===== src/verilog/rswc_map.vh =====
// Constants for the reset, sleep and wake-up controller.
// Assumes a 40 MHz core clock; times are given in microseconds.
`ifndef RSWC_MAP_VH
`define RSWC_MAP_VH

// Clock period in ns, used to turn times into cycle counts.
`define RSWC_CLK_NS 25

// Hold times in microseconds.
`define RSWC_HOLD_US 18000
`define RSWC_SLOW_HOLD_US 500000
`define RSWC_WDT_LONG_US 18000
`define RSWC_WDT_SHORT_US 4500
`define RSWC_XTAL_START_US 2000

// Cycle counts derived from the times above; each division comes out exact.
`define RSWC_HOLD_CYC (`RSWC_HOLD_US * 1000 / `RSWC_CLK_NS)
`define RSWC_SLOW_HOLD_CYC (`RSWC_SLOW_HOLD_US * 1000 / `RSWC_CLK_NS)
`define RSWC_WDT_LONG_CYC (`RSWC_WDT_LONG_US * 1000 / `RSWC_CLK_NS)
`define RSWC_WDT_SHORT_CYC (`RSWC_WDT_SHORT_US * 1000 / `RSWC_CLK_NS)
`define RSWC_XTAL_START_CYC (`RSWC_XTAL_START_US * 1000 / `RSWC_CLK_NS)

// Oscillator-stable clocks and ADC clock periods before resuming.
`define RSWC_OSC_STABLE_CLKS 32
`define RSWC_ADC_RESUME_TAD 15

// Oscillator mode codes.
`define RSWC_OSC_RC 2'h0
`define RSWC_OSC_HXT 2'h1
`define RSWC_OSC_SLOW 2'h2

// Resume vectors.
`define RSWC_VEC_RESET 10'h000
`define RSWC_VEC_PORT 10'h006
`define RSWC_VEC_ADC 10'h00c
`define RSWC_VEC_CMP 10'h00f

// Field positions.
`define RSWC_WAKE_PORT_BIT 1
`define RSWC_WAKE_CMP_BIT 2
`define RSWC_WAKE_ADC_BIT 3
`define RSWC_MASK_PORT_BIT 1
`define RSWC_WDT_EN_BIT 7
`define RSWC_WDT_SHORT_BIT 6
`define RSWC_STAT_TO_BIT 4
`define RSWC_STAT_PD_BIT 3

// APB register byte addresses.
`define RSWC_ADDR_CTRL 12'h000
`define RSWC_ADDR_WDT 12'h004
`define RSWC_ADDR_WAKE 12'h008
`define RSWC_ADDR_MASK 12'h00c
`define RSWC_ADDR_FLAGS 12'h010
`define RSWC_ADDR_STATUS 12'h014
`define RSWC_ADDR_OPT1 12'h018
`define RSWC_ADDR_OPT2 12'h01c
`define RSWC_ADDR_OPT3 12'h020
`define RSWC_ADDR_STATE 12'h024
`define RSWC_ADDR_PORT5 12'h028

// Reset values.
`define RSWC_OPT_RST 8'hff
`define RSWC_WDT_CLR_MASK 8'h4f
`define RSWC_WAKE_CLR_MASK 8'hcf
`define RSWC_STAT_POR_MASK 8'h1f

`endif


===== src/verilog/rswc_ctrl.v =====
// Reset, sleep and wake-up controller of a small 8-bit microcontroller.
// Assumes an APB master for software access and core event strobes that
// are synchronous to clk; timers, comparator and ADC lie outside.
`timescale 1ns/1ps
`include "rswc_map.vh"

module rswc_ctrl #(
   parameter HOLD_CYC = `RSWC_HOLD_CYC,
   parameter SLOW_HOLD_CYC = `RSWC_SLOW_HOLD_CYC,
   parameter WDT_LONG_CYC = `RSWC_WDT_LONG_CYC,
   parameter WDT_SHORT_CYC = `RSWC_WDT_SHORT_CYC,
   parameter XTAL_START_CYC = `RSWC_XTAL_START_CYC
) (
   // Clock and power-on reset.
   input wire clk,
   input wire reset,
   // APB slave.
   input wire psel,
   input wire penable,
   input wire pwrite,
   input wire [11:0] paddr,
   input wire [31:0] pwdata,
   output reg [31:0] prdata,
   output wire pready,
   output wire pslverr,
   // External pins.
   input wire reset_pin_n,
   input wire [7:0] port_five_pins,
   // Core events.
   input wire sleep_instr,
   input wire clear_watchdog_instr,
   input wire port_five_read,
   input wire global_irq_on,
   input wire comparator_change,
   input wire adc_busy,
   input wire adc_done,
   input wire adc_clock_tick,
   input wire [1:0] osc_mode,
   // Core control.
   output wire core_reset,
   output wire osc_run,
   output wire timers_run,
   output wire adc_stop,
   output wire pc_load,
   output wire [9:0] pc_word,
   output wire port_inputs_only,
   output wire watchdog_timeout
);

   localparam ST_RESET = 4'b0001;
   localparam ST_RUN = 4'b0010;
   localparam ST_SLEEP = 4'b0100;
   localparam ST_WAKE = 4'b1000;

   reg [3:0] state_reg;
   reg [24:0] hold_cnt_reg;
   reg [24:0] wdt_cnt_reg;
   reg [7:0] wdt_pre_reg;
   reg [7:0] watchdog_ctrl_reg;
   reg [7:0] wake_enables;
   reg [7:0] irq_mask_reg;
   reg [7:0] irq_flags;
   reg [7:0] status_byte;
   reg [7:0] pin_option_reg_one;
   reg [7:0] pin_option_reg_two;
   reg [7:0] pin_option_reg_three;
   reg [7:0] port_five_data;
   reg [9:0] pc_reg;
   reg pc_load_reg;
   reg keep_run_reg;
   reg vec_en_reg;
   reg por_reg;
   reg timeout_cause_reg;
   reg adc_wake_reg;
   reg [9:0] wake_vec_reg;
   reg port_change_q_reg;

   wire wdt_on = watchdog_ctrl_reg[`RSWC_WDT_EN_BIT];
   wire [24:0] wdt_limit = watchdog_ctrl_reg[`RSWC_WDT_SHORT_BIT] ?
      WDT_SHORT_CYC[24:0] : WDT_LONG_CYC[24:0];
   wire wdt_expire = wdt_on && (wdt_cnt_reg >= wdt_limit - 25'h1);
   wire pin_low = !reset_pin_n;
   wire port_change = |(port_five_pins ^ port_five_data);
   wire port_wake = port_change &&
      wake_enables[`RSWC_WAKE_PORT_BIT];
   wire cmp_wake = comparator_change && wake_enables[`RSWC_WAKE_CMP_BIT];
   wire adc_wake = adc_done && wake_enables[`RSWC_WAKE_ADC_BIT];
   wire wr = psel && penable && pwrite;
   wire [24:0] reset_hold = (osc_mode == `RSWC_OSC_SLOW) ?
      SLOW_HOLD_CYC[24:0] : HOLD_CYC[24:0];
   wire [24:0] osc_wait = (osc_mode == `RSWC_OSC_SLOW) ?
      SLOW_HOLD_CYC[24:0] : (osc_mode == `RSWC_OSC_HXT) ?
      XTAL_START_CYC[24:0] + 25'd32 : 25'd32;
   wire reset_event = pin_low || wdt_expire;
   wire in_sleep = state_reg == ST_SLEEP;

   // APB answers in the access cycle with no wait states.
   assign pready = 1'b1;
   assign pslverr = 1'b0;

   // Oscillator stops in sleep unless an ADC wake keeps it going.
   assign core_reset = state_reg == ST_RESET;
   assign osc_run = !in_sleep || keep_run_reg;
   assign timers_run = (state_reg == ST_RUN) || keep_run_reg;
   assign adc_stop = in_sleep && !keep_run_reg;
   assign pc_load = pc_load_reg;
   assign pc_word = pc_reg;
   assign port_inputs_only = core_reset;
   assign watchdog_timeout = wdt_expire;

   // Read mux; unmapped addresses read as zero.
   always @* begin
      prdata = 32'h0;
      if (paddr == `RSWC_ADDR_WDT) begin
         prdata[7:0] = watchdog_ctrl_reg;
      end else if (paddr == `RSWC_ADDR_WAKE) begin
         prdata[7:0] = wake_enables;
      end else if (paddr == `RSWC_ADDR_MASK) begin
         prdata[7:0] = irq_mask_reg;
      end else if (paddr == `RSWC_ADDR_FLAGS) begin
         prdata[7:0] = irq_flags;
      end else if (paddr == `RSWC_ADDR_STATUS) begin
         prdata[7:0] = status_byte;
      end else if (paddr == `RSWC_ADDR_OPT1) begin
         prdata[7:0] = pin_option_reg_one;
      end else if (paddr == `RSWC_ADDR_OPT2) begin
         prdata[7:0] = pin_option_reg_two;
      end else if (paddr == `RSWC_ADDR_OPT3) begin
         prdata[7:0] = pin_option_reg_three;
      end else if (paddr == `RSWC_ADDR_STATE) begin
         prdata[3:0] = state_reg;
      end else if (paddr == `RSWC_ADDR_PORT5) begin
         prdata[7:0] = port_five_data;
      end
   end

   // Watchdog counter; it runs on its own in sleep as well.
   always @(posedge clk) begin
      if (reset || core_reset || clear_watchdog_instr || sleep_instr ||
          wdt_expire) begin
         wdt_cnt_reg <= 25'h0;
         wdt_pre_reg <= 8'h00;
      end else if (wdt_on) begin
         wdt_cnt_reg <= wdt_cnt_reg + 25'h1;
         wdt_pre_reg <= wdt_pre_reg + 8'h01;
      end
   end

   // Port 5 latch follows the pins whenever software reads the port.
   always @(posedge clk) begin
      if (reset) begin
         port_five_data <= 8'h00;
      end else if (port_five_read) begin
         port_five_data <= port_five_pins;
      end
   end

   // Last cycle's change level, so that a standing difference branches once.
   always @(posedge clk) begin
      if (reset) begin
         port_change_q_reg <= 1'b0;
      end else begin
         port_change_q_reg <= port_change;
      end
   end

   // Sequencer: reset hold, run, sleep and the wake wait.
   always @(posedge clk) begin
      pc_load_reg <= 1'b0;
      if (reset) begin
         state_reg <= ST_RESET;
         hold_cnt_reg <= 25'h0;
         pc_reg <= `RSWC_VEC_RESET;
         keep_run_reg <= 1'b0;
         vec_en_reg <= 1'b0;
         adc_wake_reg <= 1'b0;
         wake_vec_reg <= `RSWC_VEC_RESET;
      end else if (reset_event) begin
         state_reg <= ST_RESET;
         hold_cnt_reg <= 25'h0;
         keep_run_reg <= 1'b0;
      end else begin
         case (state_reg)
            ST_RESET: begin
               if (hold_cnt_reg >= reset_hold - 25'h1) begin
                  state_reg <= ST_RUN;
                  pc_reg <= `RSWC_VEC_RESET;
                  pc_load_reg <= 1'b1;
               end else begin
                  hold_cnt_reg <= hold_cnt_reg + 25'h1;
               end
            end
            ST_RUN: begin
               if (sleep_instr) begin
                  state_reg <= ST_SLEEP;
                  vec_en_reg <= global_irq_on;
                  keep_run_reg <= adc_busy &&
                     wake_enables[`RSWC_WAKE_ADC_BIT];
               end else if (port_change && !port_change_q_reg &&
                  irq_mask_reg[`RSWC_MASK_PORT_BIT] && global_irq_on) begin
                  pc_reg <= `RSWC_VEC_PORT;
                  pc_load_reg <= 1'b1;
               end
            end
            ST_SLEEP: begin
               hold_cnt_reg <= 25'h0;
               if (port_wake || cmp_wake || adc_wake) begin
                  state_reg <= ST_WAKE;
                  adc_wake_reg <= adc_wake;
                  wake_vec_reg <= port_wake ? `RSWC_VEC_PORT :
                     cmp_wake ? `RSWC_VEC_CMP : `RSWC_VEC_ADC;
               end
            end
            ST_WAKE: begin
               if (adc_wake_reg ? (hold_cnt_reg >= 25'd15) :
                   (hold_cnt_reg >= osc_wait)) begin
                  state_reg <= ST_RUN;
                  keep_run_reg <= 1'b0;
                  if (vec_en_reg) begin
                     pc_reg <= wake_vec_reg;
                     pc_load_reg <= 1'b1;
                  end // otherwise the core simply continues.
               end else if (!adc_wake_reg || adc_clock_tick) begin
                  hold_cnt_reg <= hold_cnt_reg + 25'h1;
               end
            end
            default: begin
               state_reg <= ST_RESET;
            end
         endcase
      end
   end

   // Cause flags for the status byte, captured at each reset event.
   always @(posedge clk) begin
      if (reset) begin
         por_reg <= 1'b1;
         timeout_cause_reg <= 1'b0;
      end else if (reset_event) begin
         por_reg <= 1'b0;
         timeout_cause_reg <= wdt_expire;
      end else if (state_reg == ST_RUN) begin
         por_reg <= 1'b0;
      end
   end

   // Software registers with their reset-time values.
   always @(posedge clk) begin
      if (reset) begin
         status_byte <= 8'h18;
         watchdog_ctrl_reg <= 8'h00;
         wake_enables <= 8'h00;
      end else if (core_reset) begin
         if (por_reg) begin
            status_byte <= (status_byte & `RSWC_STAT_POR_MASK);
         end
         status_byte[`RSWC_STAT_TO_BIT] <= !timeout_cause_reg;
         status_byte[`RSWC_STAT_PD_BIT] <= !(timeout_cause_reg && 1'b1);
         watchdog_ctrl_reg <= watchdog_ctrl_reg & `RSWC_WDT_CLR_MASK;
         wake_enables <= wake_enables & `RSWC_WAKE_CLR_MASK;
      end else begin
         if (sleep_instr && state_reg == ST_RUN) begin
            status_byte[`RSWC_STAT_PD_BIT] <= 1'b0;
         end else if (wr && paddr == `RSWC_ADDR_STATUS) begin
            status_byte <= pwdata[7:0];
         end
         if (wr && paddr == `RSWC_ADDR_WDT) begin
            watchdog_ctrl_reg <= pwdata[7:0];
         end
         if (wr && paddr == `RSWC_ADDR_WAKE) begin
            wake_enables <= pwdata[7:0];
         end
      end
   end

   // Option, mask and flag registers; a port event beats a clear.
   always @(posedge clk) begin
      if (reset || core_reset) begin
         pin_option_reg_one <= `RSWC_OPT_RST;
         pin_option_reg_two <= `RSWC_OPT_RST;
         pin_option_reg_three <= `RSWC_OPT_RST;
         irq_mask_reg <= 8'h00;
         irq_flags <= 8'h00;
      end else begin
         if (wr && paddr == `RSWC_ADDR_OPT1) begin
            pin_option_reg_one <= pwdata[7:0];
         end
         if (wr && paddr == `RSWC_ADDR_OPT2) begin
            pin_option_reg_two <= pwdata[7:0];
         end
         if (wr && paddr == `RSWC_ADDR_OPT3) begin
            pin_option_reg_three <= pwdata[7:0];
         end
         if (wr && paddr == `RSWC_ADDR_MASK) begin
            irq_mask_reg <= pwdata[7:0];
         end
         if (wr && paddr == `RSWC_ADDR_FLAGS) begin
            irq_flags <= pwdata[7:0];
         end
         if (port_change && irq_mask_reg[`RSWC_MASK_PORT_BIT]) begin
            irq_flags[`RSWC_MASK_PORT_BIT] <= 1'b1;
         end
      end
   end

endmodule // rswc_ctrl


===== config.mk =====
export PLATFORM = sky130hd
export DESIGN_NAME = rswc_ctrl
export DESIGN_NICKNAME = d
export VERILOG_FILES = /design/src/verilog/rswc_ctrl.v
export VERILOG_INCLUDE_DIRS = /design/src /design/src/verilog
export SDC_FILE = /design/constraint.sdc
export NUM_CORES = 1
export LEC_CHECK = 0
export ABC_AREA = 1
export BUFFER_PORTS_ARGS = -buffer_cell sky130_fd_sc_hd__buf_4
export CORE_MARGIN = 8
export CORE_UTILIZATION = 37
export DETAILED_ROUTE_END_ITERATION = 16
export PLACE_DENSITY_LB_ADDON = 0.2
export SKIP_LAST_GASP = 1
export SYNTH_ARGS = -nofsm -noshare
export SYNTH_HDL_FRONTEND = slang
export SYNTH_SLANG_ARGS = --single-unit

===== constraint.sdc =====
create_clock -name clk -period 2.87 [get_ports clk]
set_input_delay 0.1435 -clock clk [delete_from_list [all_inputs] [get_ports clk]]
set_output_delay 0.1435 -clock clk [all_outputs]
set_load 0.005 [all_outputs]

### Word-level counts from Yosys, hierarchy flattened

Cells that the tools add are included.

* word-level logic and storage cells: 177
* output and inout bits: 51
* register bits after elaboration: 153

* reduce and logical (&&, ||, !) cells: 58
* order comparisons: 4
* bitwise gates (word level): 4
* mux-type cells: 52
* eq/ne operators: 28
* $add $sub $neg: 4

Operator list (number)
* $mux W25: 5
* $mux W8: 12
* $ge A25 B25 Y1: 3
* $pmux W25 S3: 1
* $add A25 B1 Y25 const B: 2
* $mux W10: 5
* $eq A12 B5 Y1 const B: 4
* $eq A12 B6 Y1 const B: 3
* $mux W4: 8
* $pmux W10 S3: 1
* $ge A25 B4 Y1 const B: 1
* $sub A25 B1 Y25 const B: 1
* $eq A12 B4 Y1 const B: 2
* $logic_and A1 B1 Y1: 21
* $sub A20 B1 Y21 const B: 1
* $mux W20: 1
* $ne A2 B2 Y1 const B: 9
* $mux W17: 1
* $pmux W4 S4: 1
* $reduce_and A3 Y1: 5
* $eq A12 B3 Y1 const B: 1
* $mux W1: 12
* $logic_or A1 B1 Y1: 10
* $reduce_bool A3 Y1: 3
* 20 further kinds: 37

### Logic depth before layout (Yosys ltp)

* depth after elaboration: 11
* gate-level depth with buffers: 20
* mapped depth without buffers: 20

### Worst setup path before layout

OpenSTA, ideal clock, no wires.

* path kind: input-to-reg
* start point: input osc_mode[0]
* end point: register hold_cnt_reg[17]
* path buffers: 1
* data arrival time: 2.090 ns
* required time: 2.750 ns
* stages on the path: 13
* slack: 0.661 ns
* setup time: 0.120 ns
* cells stage by stage: inv_1 -> ha_1 -> inv_1 -> ha_1 -> a21oi_1 -> o21ai_1 -> a21oi_1 -> nand4_2 -> a21oi_4 -> nand3_4 -> buf_6 -> nand2_1 -> a21oi_1

* cells in the longest elaborated chain, start to end: 7
* elaborated cells on any way between the ends: 12
* classes of those cells: 1 x add/sub; 2 x order compare; 4 x eq/ne; 4 x mux; 1 x reduce/logical

RTL lines
* start, declared: line rswc_ctrl.v:38 `input wire [1:0] osc_mode,`
* branches (longest 6 deep; another with $sub A25 B1 Y25)
* $reduce_and A4 Y1 (no line) (*)
* end signal, assigned: line rswc_ctrl.v:190 `hold_cnt_reg <= hold_cnt_reg + 25'h1;`
* end signal, assigned: line rswc_ctrl.v:224 `hold_cnt_reg <= hold_cnt_reg + 25'h1;`
* end, declared: line rswc_ctrl.v:56 `reg [24:0] hold_cnt_reg;`

Mark *: on every way between the ends.
A chain may end at the register's enable or synchronous reset.

### Final worst setup path

* start point: register watchdog_ctrl_reg[6]
* end point: output watchdog_timeout

* cells in the longest elaborated chain, start to end: 4

RTL lines
* start, declared: line rswc_ctrl.v:59 `reg [7:0] watchdog_ctrl_reg;`
* start signal, assigned: line rswc_ctrl.v:259 `` watchdog_ctrl_reg <= watchdog_ctrl_reg & `RSWC_WDT_CLR_MASK; ``
* start signal, assigned: line rswc_ctrl.v:268 `watchdog_ctrl_reg <= pwdata[7:0];`
* $mux W20: line rswc_ctrl.v:79 `` wire [24:0] wdt_limit = watchdog_ctrl_reg[`RSWC_WDT_SHORT_BIT] ? ``
* $sub A20 B1 Y21: line rswc_ctrl.v:81 `wire wdt_expire = wdt_on && (wdt_cnt_reg >= wdt_limit - 25'h1);`
* $ge A25 B25 Y1: line rswc_ctrl.v:81
* $logic_and A1 B1 Y1: line rswc_ctrl.v:81
* end, declared: line rswc_ctrl.v:47 `output wire watchdog_timeout`

No other way between the ends.

==> metrics.cfg <==
[floorplan]
ios=119
die_area_mm2=0.0282
dieWidth_um=168
initial_core_util=0.377
core.rowCount=55
fp.dieH_um=168
core_area_mm2=0.0226

[placed_design]
io_buffers=62
routabilityCongestion=0.910
dpl_cell_area_mm2=0.00915
dp.cells=1609
post-dp-hpwl_um=18300

[detailed_routing]
drt-initial-drc-count=476
drtPass1Iterations=5
dr_wl_met3_um=1060
highest_layer=met4
routed_wl_um=24100
drcViolationCount=0
met1Wirelength_um=11600
dr_total_vias=8246
met2_length_um=11000
detail-route-antenna-nets=0
viasPerCell=4.98
routedWlPerCell_um=14.6

[finish]
fin_area_mm2=0.00992
nNetsFinal=1453
fin_cells=1657
areaGrowthSynthToFinish_pct=16.3
layout-drive-gt1-share=0.116
antenna_cells=0

[pwr]
powerDensity_mw_per_mm2=455
power.leakage_nw=4.05
max-vdd-ir-drop_uv=310
p_total_mw=4.51

[job]
cap_violations=0

[sta]
fmax_ghz=0.413
tightest_slew_ps=701
fin_crit_sh=0.844
holdWs_ps=10.0
finalSetupViolations=0
rsz0062_at_grt=false
hold_viol_final=0
slew-limit-headroom=0.532
finalMaxSlewViolations=0
period_needed_ps=2420
skew_ps=15.5
final.setup.tns_ps=0

[cts]
postCtsSetupRepairBufs=0
clock_sinks=141
clock_latency_ps=440
cts_root_buffer=clkbuf_16
cts_tree=done
cts_inserted_buffers=17
cts-htree-levels=4
cts_max_path_buffers=2
hold_buffers=16
clk_pin_slew_ps=70
ctsResizeCount=0

[grt]
grt_usage=0.171
grt_pass1_wl_um=39600
grt_max_degree=32
first_global_vias=7713
grt-ovfl-total=0
antenna_found_initial=0

[critical_path]
required_ps=2730
worstPathCellList=inv_1 > ha_1 > inv_1 > nor2_1 > nand4_1 > nand2_1 > nand2_1 > nand3_1 > nand2_2 > buf_4 > inv_1 > buf_4
worst-r2r-cell-count=9
r2r-end=hold_cnt_reg[3]
cp_max_fo=6
crit_slowest_cell=dfxtp_1
worstPathArrival_ps=2280
r2r_start=hold_cnt_reg[0]
r2r_slack_ps=460
critPathMaxStageDelay_ps=490
worstSetupEndpointType=output port
critPathKind=flop to output port
critPathMostFrequentCell=inv_1
crit_start=watchdog_ctrl_reg[6]
start_kind=flop

[synthesis]
synth_compound_area_frac=0.134
yosysWarnings=0
synth_top_family_by_area=simple AND/OR/NAND/NOR gates
synthesis.instances=1285
yosysUniqueCellTypes=39
synthXorXnorAreaFrac=0.0277
synthSimpleGateAreaFrac=0.351
syn_area_mm2=0.00853
ys_seq_elements=141
yosys-mux-area-fraction=0
synth_fa_ha_area_frac=0.0381
syn_avg_cell_area_um2=6.64
synth-seq-area-share=0.331

[run_status]
run_status=finished clean

[worst_hold_path]
hp-start=port_five_read
hold_path_end=port_five_data[5]
hold_path.class=primary input to flop
hold_depth=2

==> per-layer routing <==
metal | GRT usage | up-vias
met3 | 0.0285 | 35
met2 | 0.275 | 172
met1 | 0.228 | 3729
met4 | 0.0590 | 0
li1 | - | 4310
met5 | 0 | -
==> metrics by stage <==
| stage | setup WS (ps) | util |
|---|---|---|
| after floorplan | 661 | - |
| after global placement | 114 | 0.404 |
| after detailed placement | 54.8 | 0.404 |
| after CTS | 424 | 0.438 |
| after global routing | 210 | 0.438 |
| final | 449 | 0.438 |
==> report_power, final <==
group	internal, mW	total [mW]	switching (mW)
registers	1.97	1.98	0.00810
logic	0.0935	0.229	0.135
clock network	1.34	2.31	0.971
==> Yosys cell counts <==
library cell    n  share of area
a22oi_1         1        0.00088
nand3b_1        2         0.0018
nand4_2         1         0.0015
a211oi_1       10         0.0088
dfxtp_1       141           0.33
nor2_2         13         0.0095
nor3b_1         7         0.0062
o21ai_1         8         0.0047
a21oi_1       107          0.063
inv_2          11         0.0048
o22ai_1         1        0.00073
and2_0          1        0.00073
o21bai_1        5         0.0044
a21oi_4         1         0.0019
nand2_2         9         0.0066
nand3_2         3         0.0035
ha_1           26          0.038
nor2_4          9          0.012
nor2_1        154          0.068
nor4_1          2         0.0015
nor3_1         25          0.015
o211ai_1       18          0.016
buf_2           9         0.0053
inv_1         142          0.062
conb_1          2        0.00088
o21a_1          2         0.0018
clkbuf_1       14         0.0062
buf_4          36          0.032
nand3_1        71          0.042
xor2_1         21          0.022
xnor2_1         6         0.0062
nand3_4         2         0.0041
or2_2           2         0.0015
a31oi_1         2         0.0015
nor3_2          3         0.0035
buf_6           5         0.0066
nand4_1        57          0.042
o21ai_0        53          0.031
nand2_1       303           0.13
==> worst max-delay path, delay by kind of cell, from the launching register on <==
kind | cells | cell delay [ps]
buf+inv | 5 | 520
fa+ha+maj | 1 | 340
simple gates | 6 | 500
flops | 1 | 490
==> kinds of logic (layout without fill, tap and decap cells) <==
logic type      Yosys count  in the layout
buf+inv                 217            274
compound gates          208            208
flops                   141            141
xor+xnor                 27             27
simple gates            664            664
other cells               2             32
fa+ha+maj                26             26
==> placed cells by master (no fill, tap or decap), types with 4 or more instances in the layout <==
| cell | netlist | routed |
|---|---|---|
| a211oi_1 | 10 | 10 |
| a21oi_1 | 107 | 107 |
| buf_4 | 36 | 71 |
| clkbuf_16 | 0 | 17 |
| conb_1 | 2 | 32 |
| dfxtp_1 | 141 | 141 |
| dlygate4sd3_1 | 0 | 16 |
| ha_1 | 26 | 26 |
| inv_1 | 142 | 142 |
| inv_2 | 11 | 11 |
| inv_6 | 0 | 4 |
| inv_8 | 0 | 4 |
| nand2_1 | 303 | 303 |
| nand2_2 | 9 | 9 |
| nand3_1 | 71 | 71 |
| nand4_1 | 57 | 57 |
| nor2_1 | 154 | 154 |
| nor2_2 | 13 | 13 |
| nor2_4 | 9 | 9 |
| nor3_1 | 25 | 25 |
| nor3b_1 | 7 | 7 |
| o211ai_1 | 18 | 18 |
| o21ai_0 | 53 | 53 |
| o21ai_1 | 8 | 8 |
| o21bai_1 | 5 | 5 |
| xnor2_1 | 6 | 6 |
| xor2_1 | 21 | 21 |
==> worst max path at each step <==
| stage | endpoint | slack, ps | cells past startpoint |
|---|---|---|---|
| finish | watchdog_timeout | 450 | 12 |
| CTS | watchdog_timeout | 420 | 12 |
| floorplan | hold_cnt_reg[17] | 660 | 13 |
| global route | hold_cnt_reg[14] | 210 | 9 |
| detailed placement | hold_cnt_reg[20] | 50 | 13 |
| global placement | hold_cnt_reg[1] | 110 | 16 |
==> area by class of cell <==
cell class                 count  area, um^2
sequential                   141        2820
tap                          285         357
clock buffer                  18         439
inverter                     153         574
timing repair buffer          89         733
multi-input combinational    957        4830
fill                        2368       12700
clock inverter                14         173
(Power assumes the default switching activity.)
